<file path="config.mk">
export PLATFORM = sky130hd
export DESIGN_NAME = codec_bias_regs
export DESIGN_NICKNAME = d
export VERILOG_FILES = /design/src/verilog/codec_bias_pkg.sv /design/src/verilog/ctrl_field.sv /design/src/verilog/read_return.sv /design/src/verilog/codec_bias_regs.sv
export SDC_FILE = /design/constraint.sdc
export NUM_CORES = 1
export LEC_CHECK = 0
export BUFFER_PORTS_ARGS = -buffer_cell sky130_fd_sc_hd__buf_2
export CORE_ASPECT_RATIO = 0.5
export CORE_MARGIN = 2
export CORE_UTILIZATION = 47
export CTS_CLUSTER_DIAMETER = 40
export CTS_CLUSTER_SIZE = 30
export DETAILED_ROUTE_END_ITERATION = 6
export PLACE_DENSITY = 0.8
export SETUP_SLACK_MARGIN = 0.3
export SYNTH_ARGS = -nofsm -noshare
export SYNTH_HDL_FRONTEND = slang
export SYNTH_SLANG_ARGS = --single-unit
</file>
<file path="constraint.sdc">
create_clock -name ref_clk_i -period 5.5 [get_ports ref_clk_i]
set_input_delay 0.825 -clock ref_clk_i [delete_from_list [all_inputs] [get_ports ref_clk_i]]
set_output_delay 0.825 -clock ref_clk_i [all_outputs]
set_load 0.02 [all_outputs]
</file>
<file path="src/verilog/codec_bias_pkg.sv">
// Constants shared by the codec bias and reset register bank.
// Assumes a plain register port with byte offsets as printed.
package codec_bias_pkg;

  // ***********************************************************
  // Bus geometry
  // ***********************************************************
  localparam int unsigned ADDR_W = 8;
  localparam int unsigned DATA_W = 16;

  // ***********************************************************
  // Register offsets
  // ***********************************************************
  localparam logic [7:0] OFS_SOFT_RESET_AND_IDENT = 8'h00;
  localparam logic [7:0] OFS_BIAS_CONTROL         = 8'h04;
  localparam logic [7:0] OFS_MIDRAIL_REF_CONTROL  = 8'h05;
  localparam logic [7:0] OFS_MIC_DETECT_CONTROL   = 8'h06;
  localparam logic [7:0] OFS_MIC_VOLTAGE_SELECT   = 8'h07;
  localparam logic [7:0] OFS_ADC_OVERSAMPLING     = 8'h0a;

  // ***********************************************************
  // Field positions
  // ***********************************************************
  localparam int unsigned BIAS_GEN_ON_BIT      = 0;
  localparam int unsigned MASTER_BIAS_LSB      = 2;
  localparam int unsigned REF_BUFFER_ON_BIT    = 0;
  localparam int unsigned REF_DIVIDER_LSB      = 1;
  localparam int unsigned REF_UNUSED_PINS_BIT  = 6;
  localparam int unsigned MIC_SUPPLY_ON_BIT    = 0;
  localparam int unsigned MIC_DETECT_ON_BIT    = 1;
  localparam int unsigned MIC_SHORT_THR_LSB    = 2;
  localparam int unsigned MIC_CURRENT_THR_LSB  = 4;
  localparam int unsigned MIC_VOLTAGE_SEL_LSB  = 0;
  localparam int unsigned HIGH_OVERSAMPLE_BIT  = 0;

  // ***********************************************************
  // Writable bit masks, per register
  // ***********************************************************
  localparam logic [15:0] MASK_BIAS_CONTROL  = 16'h000d;
  localparam logic [15:0] MASK_MIDRAIL_REF   = 16'h0047;
  localparam logic [15:0] MASK_MIC_DETECT    = 16'h007f;
  localparam logic [15:0] MASK_MIC_VOLTAGE   = 16'h0007;
  localparam logic [15:0] MASK_ADC_OVERSAMP  = 16'h0001;

  // ***********************************************************
  // Reset values
  // ***********************************************************
  localparam logic [15:0] RST_BIAS_CONTROL  = 16'h0008;
  localparam logic [15:0] RST_MIDRAIL_REF   = 16'h0000;
  localparam logic [15:0] RST_MIC_DETECT    = 16'h0000;
  localparam logic [15:0] RST_MIC_VOLTAGE   = 16'h0000;
  localparam logic [15:0] RST_ADC_OVERSAMP  = 16'h0001;

  // ***********************************************************
  // Field encodings and decoded figures
  // ***********************************************************
  localparam logic [1:0]  MASTER_BIAS_LOW_POWER = 2'h0;
  localparam logic [1:0]  MASTER_BIAS_HIGH_PERF = 2'h2;
  localparam logic [1:0]  REF_DIVIDER_OFF       = 2'h0;
  localparam logic [10:0] MIC_CURRENT_BASE_UA   = 11'h046;
  localparam logic [10:0] MIC_CURRENT_STEP_UA   = 11'h0be;
  localparam logic [10:0] MIC_SHORT_BASE_UA     = 11'h208;
  localparam logic [10:0] MIC_SHORT_STEP_UA     = 11'h168;
  localparam logic [2:0]  MIC_VOLTAGE_TOP_CODE  = 3'h4;
  localparam logic [7:0]  OSR_HIGH_PERF         = 8'h80;
  localparam logic [7:0]  OSR_LOW_POWER         = 8'h40;

endpackage

</file>
<file path="src/verilog/ctrl_field.sv">
// One control register with a reset value and a writable-bit mask.
// Assumes load and soft clear never arrive in the same cycle.
`timescale 1ns/1ps
module ctrl_field #(
  parameter int unsigned       W         = 16,
  parameter logic [W-1:0]      RESET_VAL = '0,
  parameter logic [W-1:0]      MASK      = '1
) (
  // Clock and reset
  input  wire logic            ref_clk_i,
  input  wire logic            rst_n_i,
  // Control
  input  wire logic            soft_clear_i,
  input  wire logic            load_i,
  input  wire logic [W-1:0]    data_i,
  // Stored value
  output logic      [W-1:0]    value_o
);

  // Unassigned bits are masked off so they always read as zero.
  always_ff @(posedge ref_clk_i) begin
    if (!rst_n_i) begin
      value_o <= RESET_VAL & MASK;
    end else if (soft_clear_i) begin
      value_o <= RESET_VAL & MASK;
    end else if (load_i) begin
      value_o <= data_i & MASK;
    end
  end

endmodule

</file>
<file path="src/verilog/read_return.sv">
// Read data register: holds the selected word for one cycle after a read.
// Assumes the caller presents the selected word beside the read strobe.
`timescale 1ns/1ps
module read_return #(
  parameter int unsigned    W = 16
) (
  // Clock and reset
  input  wire logic         ref_clk_i,
  input  wire logic         rst_n_i,
  // Request side
  input  wire logic         rd_i,
  input  wire logic [W-1:0] word_i,
  // Answer side
  output logic      [W-1:0] rd_data_o
);

  // Outside the answer cycle the port reads zero, never stale data.
  always_ff @(posedge ref_clk_i) begin
    if (!rst_n_i) begin
      rd_data_o <= '0;
    end else if (rd_i) begin
      rd_data_o <= word_i;
    end else begin
      rd_data_o <= '0;
    end
  end

endmodule

</file>
<file path="src/verilog/codec_bias_regs.sv">
// Codec bias, reference, microphone supply and converter control registers.
// Assumes a single-master register port on ref_clk_i; outputs feed
// analogue enables and selects outside this block.
//
// How it works
// Any write to offset zero restores defaults
// Offset zero reads the fixed identification code
// Master bias select resets to high performance
// Host changes bias select only in sequences
// Bias control bit 0 enables bias generator
// Reference bit 6 unused pins, bit 0 buffer
// Reference divider field resets to off
// Mic current threshold field, eight even steps
// Mic short threshold field, four ascending steps
// Mic bit 1 detect, bit 0 supply
// Mic voltage codes four and up saturate
// Oversampling bit resets high, 128 or 64
// Unassigned bits read zero, writes ignored
// Sixteen-bit registers updated whole in one step
`timescale 1ns/1ps
module codec_bias_regs #(
  // Arbitrary identification value, not tied to any real part.
  parameter logic [15:0] IDENT_CODE = 16'h5a3c
) (
  // Clock and reset
  input  wire logic        ref_clk_i,
  input  wire logic        rst_n_i,
  // Register port
  input  wire logic [7:0]  addr_i,
  input  wire logic [15:0] wr_data_i,
  input  wire logic        wr_i,
  input  wire logic        rd_i,
  output logic      [15:0] rd_data_o,
  // Master bias
  output logic             bias_generator_on_o,
  output logic      [1:0]  master_bias_select_o,
  output logic             master_bias_reserved_o,
  // Mid-rail reference
  output logic             reference_to_unused_pins_on_o,
  output logic      [1:0]  reference_divider_select_o,
  output logic             reference_buffer_on_o,
  output logic             midrail_reference_on_o,
  // Microphone supply
  output logic      [2:0]  mic_current_threshold_o,
  output logic      [10:0] mic_current_threshold_ua_o,
  output logic      [1:0]  mic_short_threshold_o,
  output logic      [10:0] mic_short_threshold_ua_o,
  output logic             mic_detect_on_o,
  output logic             mic_supply_on_o,
  output logic      [2:0]  mic_supply_voltage_select_o,
  output logic      [2:0]  mic_supply_level_o,
  // Converter
  output logic             converter_high_oversample_o,
  output logic      [7:0]  converter_osr_o,
  // Soft reset event
  output logic             soft_reset_pulse_o
);

  // ***********************************************************
  // Helper functions
  // ***********************************************************

  // Exact offset match; the port has no byte lanes or aliases.
  function automatic logic hit(input logic [7:0] a, input logic [7:0] ofs);
    hit = (a == ofs);
  endfunction

  // Threshold in microamps: base plus code times step.
  function automatic logic [10:0] thr_ua(input logic [2:0]  code,
                                         input logic [10:0] base,
                                         input logic [10:0] step);
    logic [21:0] prod;
    prod   = 22'(code) * 22'(step);
    thr_ua = base + prod[10:0];
  endfunction

  // Voltage ratio index: codes above the top one map onto it.
  function automatic logic [2:0] level_of(input logic [2:0] code);
    if (code >= codec_bias_pkg::MIC_VOLTAGE_TOP_CODE) begin
      level_of = codec_bias_pkg::MIC_VOLTAGE_TOP_CODE;
    end else begin
      level_of = code;
    end
  endfunction

  // Only low power and high performance are legal bias codes.
  function automatic logic bias_reserved(input logic [1:0] code);
    bias_reserved = (code != codec_bias_pkg::MASTER_BIAS_LOW_POWER) &&
                    (code != codec_bias_pkg::MASTER_BIAS_HIGH_PERF);
  endfunction

  function automatic logic [7:0] osr_of(input logic high);
    osr_of = high ? codec_bias_pkg::OSR_HIGH_PERF
                  : codec_bias_pkg::OSR_LOW_POWER;
  endfunction

  // ***********************************************************
  // Address decode
  // ***********************************************************
  logic        soft_reset_wr;
  logic        bias_wr;
  logic        ref_wr;
  logic        mic_det_wr;
  logic        mic_volt_wr;
  logic        adc_wr;

  // Any data written to offset zero only triggers the restore.
  assign soft_reset_wr = wr_i &&
    hit(addr_i, codec_bias_pkg::OFS_SOFT_RESET_AND_IDENT);
  assign bias_wr       = wr_i &&
    hit(addr_i, codec_bias_pkg::OFS_BIAS_CONTROL);
  assign ref_wr        = wr_i &&
    hit(addr_i, codec_bias_pkg::OFS_MIDRAIL_REF_CONTROL);
  assign mic_det_wr    = wr_i &&
    hit(addr_i, codec_bias_pkg::OFS_MIC_DETECT_CONTROL);
  assign mic_volt_wr   = wr_i &&
    hit(addr_i, codec_bias_pkg::OFS_MIC_VOLTAGE_SELECT);
  assign adc_wr        = wr_i &&
    hit(addr_i, codec_bias_pkg::OFS_ADC_OVERSAMPLING);

  // ***********************************************************
  // Register storage
  // ***********************************************************
  logic [15:0] bias_q;
  logic [15:0] ref_q;
  logic [15:0] mic_det_q;
  logic [15:0] mic_volt_q;
  logic [15:0] adc_q;

  // Each register loads its whole word on one edge. //
  // Masks drop unassigned bits on write and read. //
  ctrl_field #(
    .W         (16),
    .RESET_VAL (codec_bias_pkg::RST_BIAS_CONTROL),
    .MASK      (codec_bias_pkg::MASK_BIAS_CONTROL)
  ) u_bias (
    .ref_clk_i    (ref_clk_i),
    .rst_n_i      (rst_n_i),
    .soft_clear_i (soft_reset_wr),
    .load_i       (bias_wr),
    .data_i       (wr_data_i),
    .value_o      (bias_q)
  );

  ctrl_field #(
    .W         (16),
    .RESET_VAL (codec_bias_pkg::RST_MIDRAIL_REF),
    .MASK      (codec_bias_pkg::MASK_MIDRAIL_REF)
  ) u_ref (
    .ref_clk_i    (ref_clk_i),
    .rst_n_i      (rst_n_i),
    .soft_clear_i (soft_reset_wr),
    .load_i       (ref_wr),
    .data_i       (wr_data_i),
    .value_o      (ref_q)
  );

  ctrl_field #(
    .W         (16),
    .RESET_VAL (codec_bias_pkg::RST_MIC_DETECT),
    .MASK      (codec_bias_pkg::MASK_MIC_DETECT)
  ) u_mic_det (
    .ref_clk_i    (ref_clk_i),
    .rst_n_i      (rst_n_i),
    .soft_clear_i (soft_reset_wr),
    .load_i       (mic_det_wr),
    .data_i       (wr_data_i),
    .value_o      (mic_det_q)
  );

  ctrl_field #(
    .W         (16),
    .RESET_VAL (codec_bias_pkg::RST_MIC_VOLTAGE),
    .MASK      (codec_bias_pkg::MASK_MIC_VOLTAGE)
  ) u_mic_volt (
    .ref_clk_i    (ref_clk_i),
    .rst_n_i      (rst_n_i),
    .soft_clear_i (soft_reset_wr),
    .load_i       (mic_volt_wr),
    .data_i       (wr_data_i),
    .value_o      (mic_volt_q)
  );

  ctrl_field #(
    .W         (16),
    .RESET_VAL (codec_bias_pkg::RST_ADC_OVERSAMP),
    .MASK      (codec_bias_pkg::MASK_ADC_OVERSAMP)
  ) u_adc (
    .ref_clk_i    (ref_clk_i),
    .rst_n_i      (rst_n_i),
    .soft_clear_i (soft_reset_wr),
    .load_i       (adc_wr),
    .data_i       (wr_data_i),
    .value_o      (adc_q)
  );

  // ***********************************************************
  // Read path
  // ***********************************************************
  logic [15:0] rd_word;

  always_comb begin
    case (addr_i)
      codec_bias_pkg::OFS_SOFT_RESET_AND_IDENT: begin
        rd_word = IDENT_CODE;
      end
      codec_bias_pkg::OFS_BIAS_CONTROL: begin
        rd_word = bias_q;
      end
      codec_bias_pkg::OFS_MIDRAIL_REF_CONTROL: begin
        rd_word = ref_q;
      end
      codec_bias_pkg::OFS_MIC_DETECT_CONTROL: begin
        rd_word = mic_det_q;
      end
      codec_bias_pkg::OFS_MIC_VOLTAGE_SELECT: begin
        rd_word = mic_volt_q;
      end
      codec_bias_pkg::OFS_ADC_OVERSAMPLING: begin
        rd_word = adc_q;
      end
      default: begin
        rd_word = 16'h0000;
      end
    endcase
  end

  read_return #(
    .W (16)
  ) u_read (
    .ref_clk_i (ref_clk_i),
    .rst_n_i   (rst_n_i),
    .rd_i      (rd_i),
    .word_i    (rd_word),
    .rd_data_o (rd_data_o)
  );

  // ***********************************************************
  // Field outputs
  // ***********************************************************
  // Fields are taken straight from the stored words, so every output
  // changes on the same edge as the register that holds it.
  localparam int unsigned MB = codec_bias_pkg::MASTER_BIAS_LSB;
  localparam int unsigned RD = codec_bias_pkg::REF_DIVIDER_LSB;
  localparam int unsigned CT = codec_bias_pkg::MIC_CURRENT_THR_LSB;
  localparam int unsigned ST = codec_bias_pkg::MIC_SHORT_THR_LSB;
  localparam int unsigned VS = codec_bias_pkg::MIC_VOLTAGE_SEL_LSB;

  assign bias_generator_on_o =
    bias_q[codec_bias_pkg::BIAS_GEN_ON_BIT];
  // The host keeps this field steady outside the low-power entry and
  // exit sequences; no interlock is built here. //
  assign master_bias_select_o = bias_q[MB+1:MB];

  assign reference_to_unused_pins_on_o =
    ref_q[codec_bias_pkg::REF_UNUSED_PINS_BIT];
  assign reference_buffer_on_o =
    ref_q[codec_bias_pkg::REF_BUFFER_ON_BIT];
  assign reference_divider_select_o = ref_q[RD+1:RD];

  assign mic_current_threshold_o = mic_det_q[CT+2:CT];
  assign mic_short_threshold_o   = mic_det_q[ST+1:ST];
  assign mic_detect_on_o =
    mic_det_q[codec_bias_pkg::MIC_DETECT_ON_BIT];
  assign mic_supply_on_o =
    mic_det_q[codec_bias_pkg::MIC_SUPPLY_ON_BIT];

  assign mic_supply_voltage_select_o = mic_volt_q[VS+2:VS];

  assign converter_high_oversample_o =
    adc_q[codec_bias_pkg::HIGH_OVERSAMPLE_BIT];

  // ***********************************************************
  // Decoded status
  // ***********************************************************
  // Decoded figures are kept in their own flops and loaded from the
  // write data, so they never lag the raw fields by a cycle.
  logic [1:0] wr_bias_sel;
  logic [1:0] wr_ref_div;
  logic [2:0] wr_cur_thr;
  logic [2:0] wr_short_thr;
  logic [2:0] wr_volt_sel;
  logic       wr_high_osr;

  assign wr_bias_sel  = wr_data_i[MB+1:MB];
  assign wr_ref_div   = wr_data_i[RD+1:RD];
  assign wr_cur_thr   = wr_data_i[CT+2:CT];
  assign wr_short_thr = {1'b0, wr_data_i[ST+1:ST]};
  assign wr_volt_sel  = wr_data_i[VS+2:VS];
  assign wr_high_osr  = wr_data_i[codec_bias_pkg::HIGH_OVERSAMPLE_BIT];

  // Reset figures derived from the stored defaults.
  localparam logic [15:0] RB = codec_bias_pkg::RST_BIAS_CONTROL;
  localparam logic [15:0] RR = codec_bias_pkg::RST_MIDRAIL_REF;
  localparam logic [15:0] RM = codec_bias_pkg::RST_MIC_DETECT;
  localparam logic [15:0] RV = codec_bias_pkg::RST_MIC_VOLTAGE;
  localparam logic [15:0] RA = codec_bias_pkg::RST_ADC_OVERSAMP;

  always_ff @(posedge ref_clk_i) begin
    if (!rst_n_i || soft_reset_wr) begin
      master_bias_reserved_o <= bias_reserved(RB[MB+1:MB]);
    end else if (bias_wr) begin
      master_bias_reserved_o <= bias_reserved(wr_bias_sel);
    end
  end

  // A divider code of zero means the reference is switched off.
  always_ff @(posedge ref_clk_i) begin
    if (!rst_n_i || soft_reset_wr) begin
      midrail_reference_on_o <=
        (RR[RD+1:RD] != codec_bias_pkg::REF_DIVIDER_OFF);
    end else if (ref_wr) begin
      midrail_reference_on_o <=
        (wr_ref_div != codec_bias_pkg::REF_DIVIDER_OFF);
    end
  end

  always_ff @(posedge ref_clk_i) begin
    if (!rst_n_i || soft_reset_wr) begin
      mic_current_threshold_ua_o <= thr_ua(RM[CT+2:CT],
        codec_bias_pkg::MIC_CURRENT_BASE_UA,
        codec_bias_pkg::MIC_CURRENT_STEP_UA);
      mic_short_threshold_ua_o   <= thr_ua({1'b0, RM[ST+1:ST]},
        codec_bias_pkg::MIC_SHORT_BASE_UA,
        codec_bias_pkg::MIC_SHORT_STEP_UA);
    end else if (mic_det_wr) begin
      mic_current_threshold_ua_o <= thr_ua(wr_cur_thr,
        codec_bias_pkg::MIC_CURRENT_BASE_UA,
        codec_bias_pkg::MIC_CURRENT_STEP_UA);
      mic_short_threshold_ua_o   <= thr_ua(wr_short_thr,
        codec_bias_pkg::MIC_SHORT_BASE_UA,
        codec_bias_pkg::MIC_SHORT_STEP_UA);
    end
  end

  always_ff @(posedge ref_clk_i) begin
    if (!rst_n_i || soft_reset_wr) begin
      mic_supply_level_o <= level_of(RV[VS+2:VS]);
    end else if (mic_volt_wr) begin
      mic_supply_level_o <= level_of(wr_volt_sel);
    end
  end

  always_ff @(posedge ref_clk_i) begin
    if (!rst_n_i || soft_reset_wr) begin
      converter_osr_o <= osr_of(RA[codec_bias_pkg::HIGH_OVERSAMPLE_BIT]);
    end else if (adc_wr) begin
      converter_osr_o <= osr_of(wr_high_osr);
    end
  end

  // ***********************************************************
  // Soft reset event
  // ***********************************************************
  // Lets the rest of the codec restore its own defaults in step.
  always_ff @(posedge ref_clk_i) begin
    if (!rst_n_i) begin
      soft_reset_pulse_o <= 1'b0;
    end else begin
      soft_reset_pulse_o <= soft_reset_wr;
    end
  end

endmodule

</file>
Word-level counts from Yosys, hierarchy flattened
Cells that the tools add are included.
{"block": "classes", "n_addsub": 2, "n_mul": 2, "div_mod_pow": 0, "magnitude_cmp": 1, "n_eq_ne": 6, "shifts": 0, "muxes": 3, "n_bitwise": 1, "n_reduce_logical": 14}
{"cell": "15-bit case mux with 6 select lines", "n": 1}
{"cell": "8-bit by 3-bit equality test with 1-bit output (second input constant)", "n": 4}
{"cell": "10-bit by 11-bit adder with 11-bit output (first input constant)", "n": 1}
{"cell": "7-bit by 11-bit adder with 11-bit output (first input constant)", "n": 1}
{"cell": "3-bit by 7-bit multiplier with 10-bit output (second input constant)", "n": 1}
{"cell": "8-bit by 4-bit equality test with 1-bit output (second input constant)", "n": 1}
{"cell": "8-bit zero test", "n": 1}
{"cell": "2-bit by 6-bit multiplier with 8-bit output (second input constant)", "n": 1}
{"cell": "8-bit two-way mux", "n": 1}
{"cell": "1-bit logical AND", "n": 7}
{"cell": "2-bit nonzero test", "n": 2}
{"cell": "3-bit greater-or-equal comparator (second input constant)", "n": 1}
{"cell": "3-bit two-way mux", "n": 1}
{"cell": "2-bit != test (second input constant)", "n": 1}
{"cell": "2-bit AND reduction", "n": 1}
{"cell": "2-bit OR reduction", "n": 1}
{"cell": "1-bit zero test", "n": 1}
{"cell": "1-bit logical OR", "n": 1}
{"cell": "1-bit NOT", "n": 1}
{"block": "word_totals", "register_bits": 70, "latch_bits": 0, "ramBits": 0, "romBits": 0, "in_bits": 28, "output_inout_bits": 70, "wordCells": 42, "memories": 0}

Depth between registers and ports, before layout
Gate-level depths: netlist of run 1.
{"block": "depth", "word_depth": 3, "ltp_mapped": 10, "depth_no_buf": 9}

Cells and area by module
Synthesis of run 1 repeated with hierarchy kept, for this count alone.
{"block": "hier_totals", "cells_unflattened": 410, "hier_area_um2": 3829.9}
{"module": "codec_bias_regs", "n_inst": 1, "cells_each": 249, "area_each_um2": 2244.7, "seq_area_each_um2": 500.5}
{"module": "read_return", "n_inst": 1, "cells_each": 34, "area_each_um2": 446.7, "seq_area_each_um2": 320.3}
{"module": "ctrl_field at u_mic_det", "n_inst": 1, "cells_each": 33, "area_each_um2": 325.3, "seq_area_each_um2": 140.1}
{"module": "ctrl_field at u_ref", "n_inst": 1, "cells_each": 27, "area_each_um2": 240.2, "seq_area_each_um2": 80.1}
{"module": "ctrl_field at u_bias", "n_inst": 1, "cells_each": 24, "area_each_um2": 210.2, "seq_area_each_um2": 60.1}
{"module": "ctrl_field at u_mic_volt", "n_inst": 1, "cells_each": 24, "area_each_um2": 209.0, "seq_area_each_um2": 60.1}
{"module": "ctrl_field at u_adc", "n_inst": 1, "cells_each": 19, "area_each_um2": 153.9, "seq_area_each_um2": 20.0}

Worst setup path before layout of run 1
Ideal clock, no wire load.
{"block": "synth_timing", "path_kind": "input to register", "start": "input port wr_data_i[4]", "end": "register mic_current_threshold_ua_o[10]", "setup_ns": 0.122, "arrival_time_ns": 3.291, "required_time_ns": 5.378, "setup_slack_ns": 2.087, "cell_stages": 10, "n_path_buf": 1, "cell_sequence": "fa_1 ha_1 fa_1 clkbuf_1 a211o_1 and3_1 o311ai_2 nand3_1 xnor2_1 a21oi_1"}
{"block": "synth_via", "elab_chain_len": 2}
{"element": "start: declaration", "line": "codec_bias_regs.sv:30", "source": "input wire logic [15:0] wr_data_i,"}
{"element": "3-bit by 7-bit multiplier with 10-bit output", "line": "codec_bias_regs.sv:73", "source": "prod = 22'(code) * 22'(step);"}
{"element": "7-bit by 11-bit adder with 11-bit output", "line": "codec_bias_regs.sv:74", "source": "thr_ua = base + prod[10:0];"}
{"element": "end signal: assignment", "line": "codec_bias_regs.sv:320", "source": "mic_current_threshold_ua_o <= thr_ua(RM[CT+2:CT],"}
{"element": "end signal: assignment", "line": "codec_bias_regs.sv:327", "source": "mic_current_threshold_ua_o <= thr_ua(wr_cur_thr,"}
{"element": "end: declaration", "line": "codec_bias_regs.sv:45", "source": "output logic [10:0] mic_current_threshold_ua_o,"}
No other way between the ends.
A chain may end at the register's enable or synchronous reset.

Worst setup path in the final report of run 1
Same ends and word-level chain as after synthesis.

==> results_dict.tcl, run 1 <==
set metrics [dict create \
    htreeDepth 2 \
    die_h_um 58.4 \
    rsz0062_at_grt "false" \
    drc 8 \
    cts_root_buf "clkbuf_16" \
    layout_common_cells "buf_2 (73), dfxtp_1 (50), nand2_1 (42)" \
    place_congestion 0.845 \
    antenna_found_initial 0 \
    critPathBufInv 1 \
    vias 2319 \
    slew_viol_final 0 \
    setup-violations-final 0 \
    arrival_ns 3.60 \
    layout_commonest_cell "buf_2" \
    drive_gt1_share_pct 26.1 \
    multiInputGateArea_um2 1580 \
    cap_violations 0 \
    finalCritPeriodShare_pct 62.9 \
    synthesis.area_um2 2790 \
    initial_utilization_pct 49.7 \
    rows 19 \
    clkLatencyLatePin_ns 0.29 \
    fin_skew_ns 0.00619 \
    cp_common_cell "fa_1" \
    cts_buffers 5 \
    cp_cell_sequence "buf_2 > fa_1 > ha_1 > fa_1 > a211o_1 > and3_1 > o311ai_2 > nand3_1 > xnor2_1 > a21oi_1" \
    post_cts_buffers 0 \
    p_per_area_nw_per_um2 264 \
    critPathMaxStageDelay_ns 0.60 \
    grt_remaining_overflow 0 \
    drt_iter0_drc 128 \
    p_leak_nw 1.42 \
    die_w_um 113 \
    dr.pass1.iters 6 \
    cts_buffer_depth 2 \
    hold_path.class "reg2reg" \
    grt_max_degree 32 \
    clkSinkCount 50 \
    num_io_pins 98 \
    synth_seq_area_share_pct 35.9 \
    async_reset_ff_share_pct 0 \
    grt_pass1_wl_um 9940 \
    coreArea_um2 5610 \
    antenna_cells 0 \
    fillers 491 \
    cts_tree "done" \
    synth_edf_count 0 \
    fin_util_pct 58.2 \
    seq_area_um2 1000 \
    routed_wirelength_um 6100 \
    slew_headroom_pct 36.4 \
    wl_per_cell_um 13.5 \
    hpwl_um 4360 \
    ir_worst_vdd_uv 167 \
    cts_hold_buffers 0 \
    postRouteAntennaNets 0 \
    io_buffers 73 \
    path_clk_slew_ns 0.07 \
    fmax_mhz 289 \
    grt_pass1_vias 2110 \
    status "finished with violations" \
    die_area_um2 6600 \
    synth_area_per_cell_um2 8.87 \
    cp-end-kind "flop" \
    worstPathRequired_ns 5.64 \
    tns_ns 0 \
    critPathLaunchType "input port" \
    syn2layout_area_growth_pct 17.2 \
    crit_type "in2reg" \
    ys_seq_elements 50 \
    finalCriticalPeriod_ns 3.46 \
    yosys_warnings 0 \
    nNetsFinal 427 \
    synthFlopType "dfxtp_1" \
    hold_viol_final 0 \
    yosys.cell_types.count 48 \
    crit_family "adder cells" \
    violations "DRC" \
    post_drt_via_cell_ratio 5.13 \
    syn_inst 314 \
    worst_slew_pin_slew_ns 0.953 \
    crit_fanout 11 \
    post_cts_resized 0 \
    slowest_stage "fa_1" \
    grt_usage_pct 19.0 \
]
[synth_stat cells, types with 4 or more instances]
| library cell | instances | area share (%) |
|---|---|---|
| dfxtp_1 | 50 | 36 |
| nand2_1 | 42 | 5.7 |
| nor2_1 | 30 | 4.0 |
| a21oi_1 | 25 | 4.5 |
| buf_4 | 23 | 6.2 |
| ha_1 | 17 | 7.6 |
| inv_1 | 13 | 1.8 |
| mux2i_1 | 12 | 4.3 |
| o21ai_0 | 11 | 2.0 |
| xnor2_1 | 8 | 2.5 |
| nor2b_1 | 6 | 1.3 |
| xor2_1 | 5 | 1.6 |
| a211oi_1 | 4 | 1.1 |
| buf_2 | 4 | 0.72 |
| clkbuf_1 | 4 | 0.54 |
| fa_1 | 4 | 2.9 |
| nand2b_1 | 4 | 0.90 |
| nand4_1 | 4 | 0.90 |
[kinds of logic (layout without fill, tap and decap cells)]
logic type                 after synthesis  after routing  share of synthesized area [%]
muxes                                   15             15                           5.52
AOI/OAI and AO/OA                       63             63                           15.2
other                                    1             15                          0.135
DFF                                     50             50                           35.9
xor gates and xnor gates                13             13                           4.09
buffers and inverters                   44             95                           9.21
and+or+nand+nor                        107            107                           19.4
adders and majority gates               21             21                           10.5
[flip-flops by register name, indices dropped and copies added, names as in the netlist]
signal and cells:
mic_current_threshold_ua_o 10, u_read.rd_data_o 8, mic_short_threshold_ua_o 7, u_mic_det.value_o 7
u_ref.value_o 4, mic_supply_level_o 3, u_bias.value_o 3, u_mic_volt.value_o 3
converter_osr_o 1, master_bias_reserved_o 1, midrail_reference_on_o 1, soft_reset_pulse_o 1
u_adc.value_o 1
[through the flow]
step / instance area [um^2] / cells / hold WS [ns] / worst slack [ns] / total power, mW
global placement: 3100 / 444 / 0.436 / 1.74 / 0.513
CTS: 3260 / 452 / 0.444 / 2.01 / 0.863
global route: 3260 / 452 / 0.484 / 1.83 / 0.896
detailed placement: 3100 / 444 / 0.434 / 1.70 / 0.515
finish: 3260 / 452 / 0.443 / 2.04 / 0.861
floorplan: 2840 / 328 / 0.518 / 2.09 / 0.490
[final timing paths]
kind	cells after the start	slack, ns	to	from
hold / removal	2	0.44	converter_osr_o[6]	converter_osr_o[6]
setup reg to reg	4	4.40	u_read.rd_data_o[2]	u_mic_volt.value_o[2]
setup / recovery	10	2.04	mic_current_threshold_ua_o[10]	wr_data_i[4]
hold reg to reg	2	0.44	converter_osr_o[6]	converter_osr_o[6]
[layout make-up]
cell class              instances  share of cell area [%]
clock buffers                   5                    3.83
clock inverters                 3                    1.34
inverters                      13                    1.49
multi-input cells             234                    48.4
flip-flops and latches         50                    30.7
well taps                      73                    2.80
repair buffers                 74                    11.4
[worst reg2reg max path: stages (launching register included)]
cell	delay, ns
dfxtp_1	0.33
mux2_2	0.27
a22oi_1	0.14
o21ai_0	0.11
nor2b_1	0.14
[routing by layer]
layer	up-vias	wire, um	GRT usage (%)
met5	-	0	0
met4	0	97	6.62
met3	9	362	5.66
met2	59	2810	30.9
met1	1083	2830	24.7
li1	1168	-	-
[power by group]
part	internal (mW)	switching [mW]	total [mW]	leakage (nW)
Sequential	0.362	0.000306	0.363	0.403
Clock	0.215	0.139	0.354	0.0842
Combinational	0.0554	0.0886	0.144	0.932
Power figures use the tool's default switching activity.
==> inputs of run 2 (changes only) <==
--- a/config.mk
+++ b/config.mk
@@ -8,7 +8,7 @@
 export BUFFER_PORTS_ARGS = -buffer_cell sky130_fd_sc_hd__buf_2
 export CORE_ASPECT_RATIO = 0.5
 export CORE_MARGIN = 2
-export CORE_UTILIZATION = 47
+export CORE_UTILIZATION = 45
 export CTS_CLUSTER_DIAMETER = 40
 export CTS_CLUSTER_SIZE = 30
 export DETAILED_ROUTE_END_ITERATION = 6
==> constraint.sdc (replaced) <==
create_clock -name ref_clk_i -period 3.1 [get_ports ref_clk_i]
set_input_delay 0.465 -clock ref_clk_i [delete_from_list [all_inputs] [get_ports ref_clk_i]]
set_output_delay 0.465 -clock ref_clk_i [all_outputs]
set_load 0.02 [all_outputs]
==> results_dict.tcl, run 2 (synthesis results as in run 1) <==
set metrics [dict create \
    power.total_mw 1.44 \
    syn2layout_area_growth_pct 19.0 \
    nNetsFinal 433 \
    post_drt_via_cell_ratio 4.95 \
    grt_max_degree 32 \
    drt-met1-wl_um 2850 \
    tns_ns 0 \
    status "completed" \
    clkLatencyLatePin_ns 0.28 \
    fillers 564 \
    route.met2.wl_um 2890 \
    antenna_cells 0 \
    place_congestion 0.860 \
    routed_wirelength_um 6130 \
    reg.largest.list "mic_current_threshold_ua_o: 10 flops, u_read.rd_data_o: 8 flops" \
    p_comb_share_pct 18.8 \
    fin_skew_ns 0.00161 \
    hpwl_um 4530 \
    rsz0062_at_grt "false" \
    initial_utilization_pct 46.2 \
    slew_viol_final 0 \
    fmax_mhz 377 \
    antenna_found_initial 0 \
    num_io_pins 98 \
    drive_gt1_share_pct 27.9 \
    vias 2337 \
    largest_reg_flops 10 \
    critPathLaunchType "input port" \
    drt_iter0_drc 100 \
    cp-end-kind "flop" \
    fin_util_pct 55.0 \
    grt_remaining_overflow 0 \
    cts_root_buf "clkbuf_16" \
    coreArea_um2 6030 \
    drc 0 \
    cts_hold_buffers 0 \
    post_cts_resized 0 \
    layout_commonest_cell "buf_2" \
    largest_register "mic_current_threshold_ua_o" \
    path_clk_slew_ns 0.06 \
    grt_pass1_vias 2047 \
    post_cts_buffers 0 \
    grt_usage_pct 18.0 \
    die_w_um 115 \
    p_per_area_nw_per_um2 434 \
    clkPwrFrac_pct 36.5 \
    cts_tree "done" \
    crit_type "in2reg" \
    finalCritPeriodShare_pct 85.6 \
    setup-violations-final 0 \
    dp.cells 465 \
    p_switching_mw 0.394 \
    power_frac_seq_pct 44.7 \
    clkSinkCount 50 \
    timing.hold.ws_ns 0.441 \
    cap_violations 0 \
    cts_buffers 5 \
    wl_met3_um 315 \
    io_buffers 73 \
    finalCriticalPeriod_ns 2.65 \
    ff2ff_setup_slack_ns 1.99 \
    ir_worst_vdd_uv 205 \
    fin_cells 472 \
    worstPathRequired_ns 3.27 \
    die_area_um2 6880 \
    p_leak_nw 1.42 \
    rows 20 \
    layout_common_cells "buf_2 (73), dfxtp_1 (50), nand2_1 (42)" \
    cts_buffer_depth 2 \
    postRouteAntennaNets 0 \
    hold_viol_final 0 \
    wl_per_cell_um 13.0 \
    grt_pass1_wl_um 9720 \
    htreeDepth 2 \
    internal-power_mw 1.05 \
    arrival_ns 2.83 \
    highest_layer "met4" \
    die_h_um 59.6 \
    dr.pass1.iters 4 \
    hold_path.class "reg2reg" \
    crit_fanout 4 \
    p_sw_share_pct 27.4 \
]
run 2: changes by cell type in the layout (fill, tap and decap cells not counted), moves of 2 or more:
| cell | delta |
|---|---|
| buf_4 | +6 |
| clkinvlp_4 | +2 |
| fa_1 | -2 |
| fa_2 | +2 |
run 2: final timing paths:
| path | end | cells past startpoint | startpoint |
|---|---|---|---|
| setup reg to reg | u_read.rd_data_o[2] | 4 | u_mic_volt.value_o[2] |
| hold / removal | converter_osr_o[6] | 2 | converter_osr_o[6] |
| setup / recovery | mic_current_threshold_ua_o[10] | 10 | wr_data_i[6] |
| hold reg to reg | converter_osr_o[6] | 2 | converter_osr_o[6] |
run 2: power groups by stage:
stage / Sequential (mW) / Clock [mW] / Combinational (mW)
2_1_floorplan: 0.659 / 0 / 0.220
3_3_place_gp: 0.658 / 0 / 0.265
3_5_place_dp: 0.658 / 0 / 0.270
4_1_cts: 0.644 / 0.530 / 0.272
5_1_grt: 0.643 / 0.563 / 0.301
6_report: 0.644 / 0.526 / 0.272
run 2: final cells by class:
type	instances	area, um^2	area share (%)
clock buffer	5	125	3.77
clock inverter	2	15.0	0.453
inverter	13	48.8	1.47
multi-input combinational	234	1600	48.2
sequential	50	1000	30.2
tap	88	110	3.32
timing repair buffer	80	418	12.6
run 2: metrics by stage:
step | area, um^2 | setup slack (ns)
final | 3320 | 0.447
after global routing | 3320 | 0.312
after CTS | 3320 | 0.427
after detailed placement | 3180 | 0.116
after global placement | 3180 | 0.152
after floorplan | 2870 | 0.264
run 2: routing by layer:
metal,vias up,global-route usage [%]
li1,1177,-
met1,1087,24.1
met3,8,3.07
met5,-,0
met4,0,5.68
met2,65,30.2
run 2: critical path, stage by stage:
cell and delay [ns]:
buf_2 0.12, fa_2 0.54, ha_4 0.20, fa_2 0.34, a211o_1 0.30, and3_1 0.20, o311ai_2 0.28, nand3_1 0.14
xnor2_1 0.17, a21oi_1 0.07
==> inputs of run 3 (changes only) <==
--- a/config.mk
+++ b/config.mk
@@ -12,7 +12,8 @@
 export CTS_CLUSTER_DIAMETER = 40
 export CTS_CLUSTER_SIZE = 30
 export DETAILED_ROUTE_END_ITERATION = 6
-export PLACE_DENSITY = 0.8
+export MAX_ROUTING_LAYER = met4
+export PLACE_DENSITY = 0.76
 export SETUP_SLACK_MARGIN = 0.3
 export SYNTH_ARGS = -nofsm -noshare
 export SYNTH_HDL_FRONTEND = slang
==> results_dict.tcl, run 3 (synthesis results as in run 1) <==
set metrics [dict create \
    post_drt_via_cell_ratio 4.95 \
    tns_ns 0 \
    largest_register "mic_current_threshold_ua_o" \
    cap_violations 0 \
    cts_root_buf "clkbuf_16" \
    power.total_mw 1.43 \
    routed_wirelength_um 5960 \
    setup_ws_ns 0.462 \
    hold_path.class "reg2reg" \
    largest_reg_flops 10 \
    whs_endpoint "converter_osr_o[6]" \
    critPathLaunchType "input port" \
    cp_cell_sequence "buf_2 > fa_2 > ha_4 > fa_2 > a211o_1 > and3_1 > o311ai_4 > nand3_1 > xnor2_1 > a21oi_1" \
    hold_viol_final 0 \
    status "completed" \
    place_congestion 0.804 \
    cp_common_cell "fa_2" \
    setup-violations-final 0 \
    p_leak_nw 1.43 \
    busiest_layer "met2" \
    cts_hold_buffers 0 \
    post_cts_buffers 0 \
    hpwl_um 4450 \
    clkSinkCount 50 \
    slowest_stage "fa_2" \
    fin_cells 472 \
    path_clk_slew_ns 0.06 \
    finalCriticalPeriod_ns 2.64 \
    crit_type "in2reg" \
    clkLatencyLatePin_ns 0.29 \
    ff2ff_setup_slack_ns 2.00 \
    grt_pass1_wl_um 9630 \
    arrival_ns 2.81 \
    dp.cells 465 \
    met3_usage_pct 4.19 \
    drc 0 \
    crit_fanout 4 \
    grt_pass1_vias 2045 \
    num_io_pins 98 \
    die_h_um 59.6 \
    grt_remaining_overflow 0 \
    ir_worst_vdd_uv 206 \
    timing.hold.ws_ns 0.440 \
    fmax_mhz 379 \
    wl_per_cell_um 12.6 \
    r2r-start "u_ref.value_o[0]" \
    initial_utilization_pct 46.2 \
    cts_buffer_depth 2 \
    critPathBufInv 1 \
    p_per_area_nw_per_um2 431 \
    postRouteAntennaNets 0 \
    die_w_um 115 \
    crit_family "adder cells" \
    antenna_found_initial 0 \
    reg2regPathDepth 4 \
    rows 20 \
    reg2reg_to "u_read.rd_data_o[0]" \
    worstPathRequired_ns 3.27 \
    critPathMaxStageDelay_ns 0.55 \
    coreArea_um2 6030 \
    layout_common_cells "buf_2 (73), dfxtp_1 (50), nand2_1 (42)" \
    drt_iter0_drc 104 \
    rsz0062_at_grt "false" \
    drive_gt1_share_pct 27.6 \
    cts_tree "done" \
    fin_skew_ns 0.00491 \
    htreeDepth 2 \
    hold_path.startpoint "converter_osr_o[6]" \
    dr.pass1.iters 4 \
    grt_usage_pct 18.4 \
    reg.largest.list "mic_current_threshold_ua_o: 10 flops, u_read.rd_data_o: 8 flops" \
    syn2layout_area_growth_pct 19.3 \
    die_area_um2 6880 \
    grt_util_met1_pct 23.4 \
    io_buffers 73 \
    slew_viol_final 0 \
    cts_buffers 5 \
    cp-end-kind "flop" \
    grt_max_degree 32 \
    post_cts_resized 0 \
    use_met2_pct 29.9 \
    nNetsFinal 433 \
    preCtsSetupSlack_ns 0.101 \
    antenna_cells 0 \
    vias 2335 \
    hold_depth 2 \
    layout_commonest_cell "buf_2" \
    finalCritPeriodShare_pct 85.1 \
]
-- run 3: power by group --
group | internal, mW | switching [mW] | total, mW
combinational | 0.111 | 0.164 | 0.275
clock | 0.295 | 0.220 | 0.515
sequential | 0.643 | 0.000522 | 0.644
total | 1.05 | 0.385 | 1.43
-- run 3: routing by layer --
| layer | vias up | part of all wire [%] |
|---|---|---|
| li1 | 1179 | - |
| met5 | - | 0 |
| met3 | 6 | 4.4 |
| met2 | 57 | 47 |
| met1 | 1093 | 48 |
| met4 | 0 | 0.87 |
-- run 3: area by class of cell --
cell class / count / area (um^2)
clock buffer: 6 / 129
clock inverter: 1 / 7.51
fill: 550 / 2710
inverter: 13 / 48.8
multi-input combinational: 234 / 1610
sequential: 50 / 1000
tap: 88 / 110
timing repair buffer: 80 / 418
-- run 3: how the worst max path moves through the flow --
stage	slack [ns]	depth (start not counted)	end	startpoint
2_1_floorplan	0.26	10	mic_current_threshold_ua_o[10]	wr_data_i[6]
3_3_place_gp	0.15	10	mic_current_threshold_ua_o[10]	wr_data_i[6]
6_report	0.46	10	mic_current_threshold_ua_o[10]	wr_data_i[6]
4_1_cts	0.42	10	mic_current_threshold_ua_o[10]	wr_data_i[6]
3_5_place_dp	0.10	10	mic_current_threshold_ua_o[10]	wr_data_i[6]
5_1_grt	0.30	10	mic_current_threshold_ua_o[10]	wr_data_i[6]
-- run 3: metrics by stage --
stage / cell area, um^2 / util (%)
after global placement: 3180 / 52.7
final: 3320 / 55.1
after detailed placement: 3180 / 52.7
after global routing: 3320 / 55.1
after CTS: 3310 / 54.9
after floorplan: 2870 / -
-- run 3: worst min-delay path: stages, from the launching register on --
cell and delay, ns:
dfxtp_1 0.30, inv_1 0.05, a21oi_1 0.05
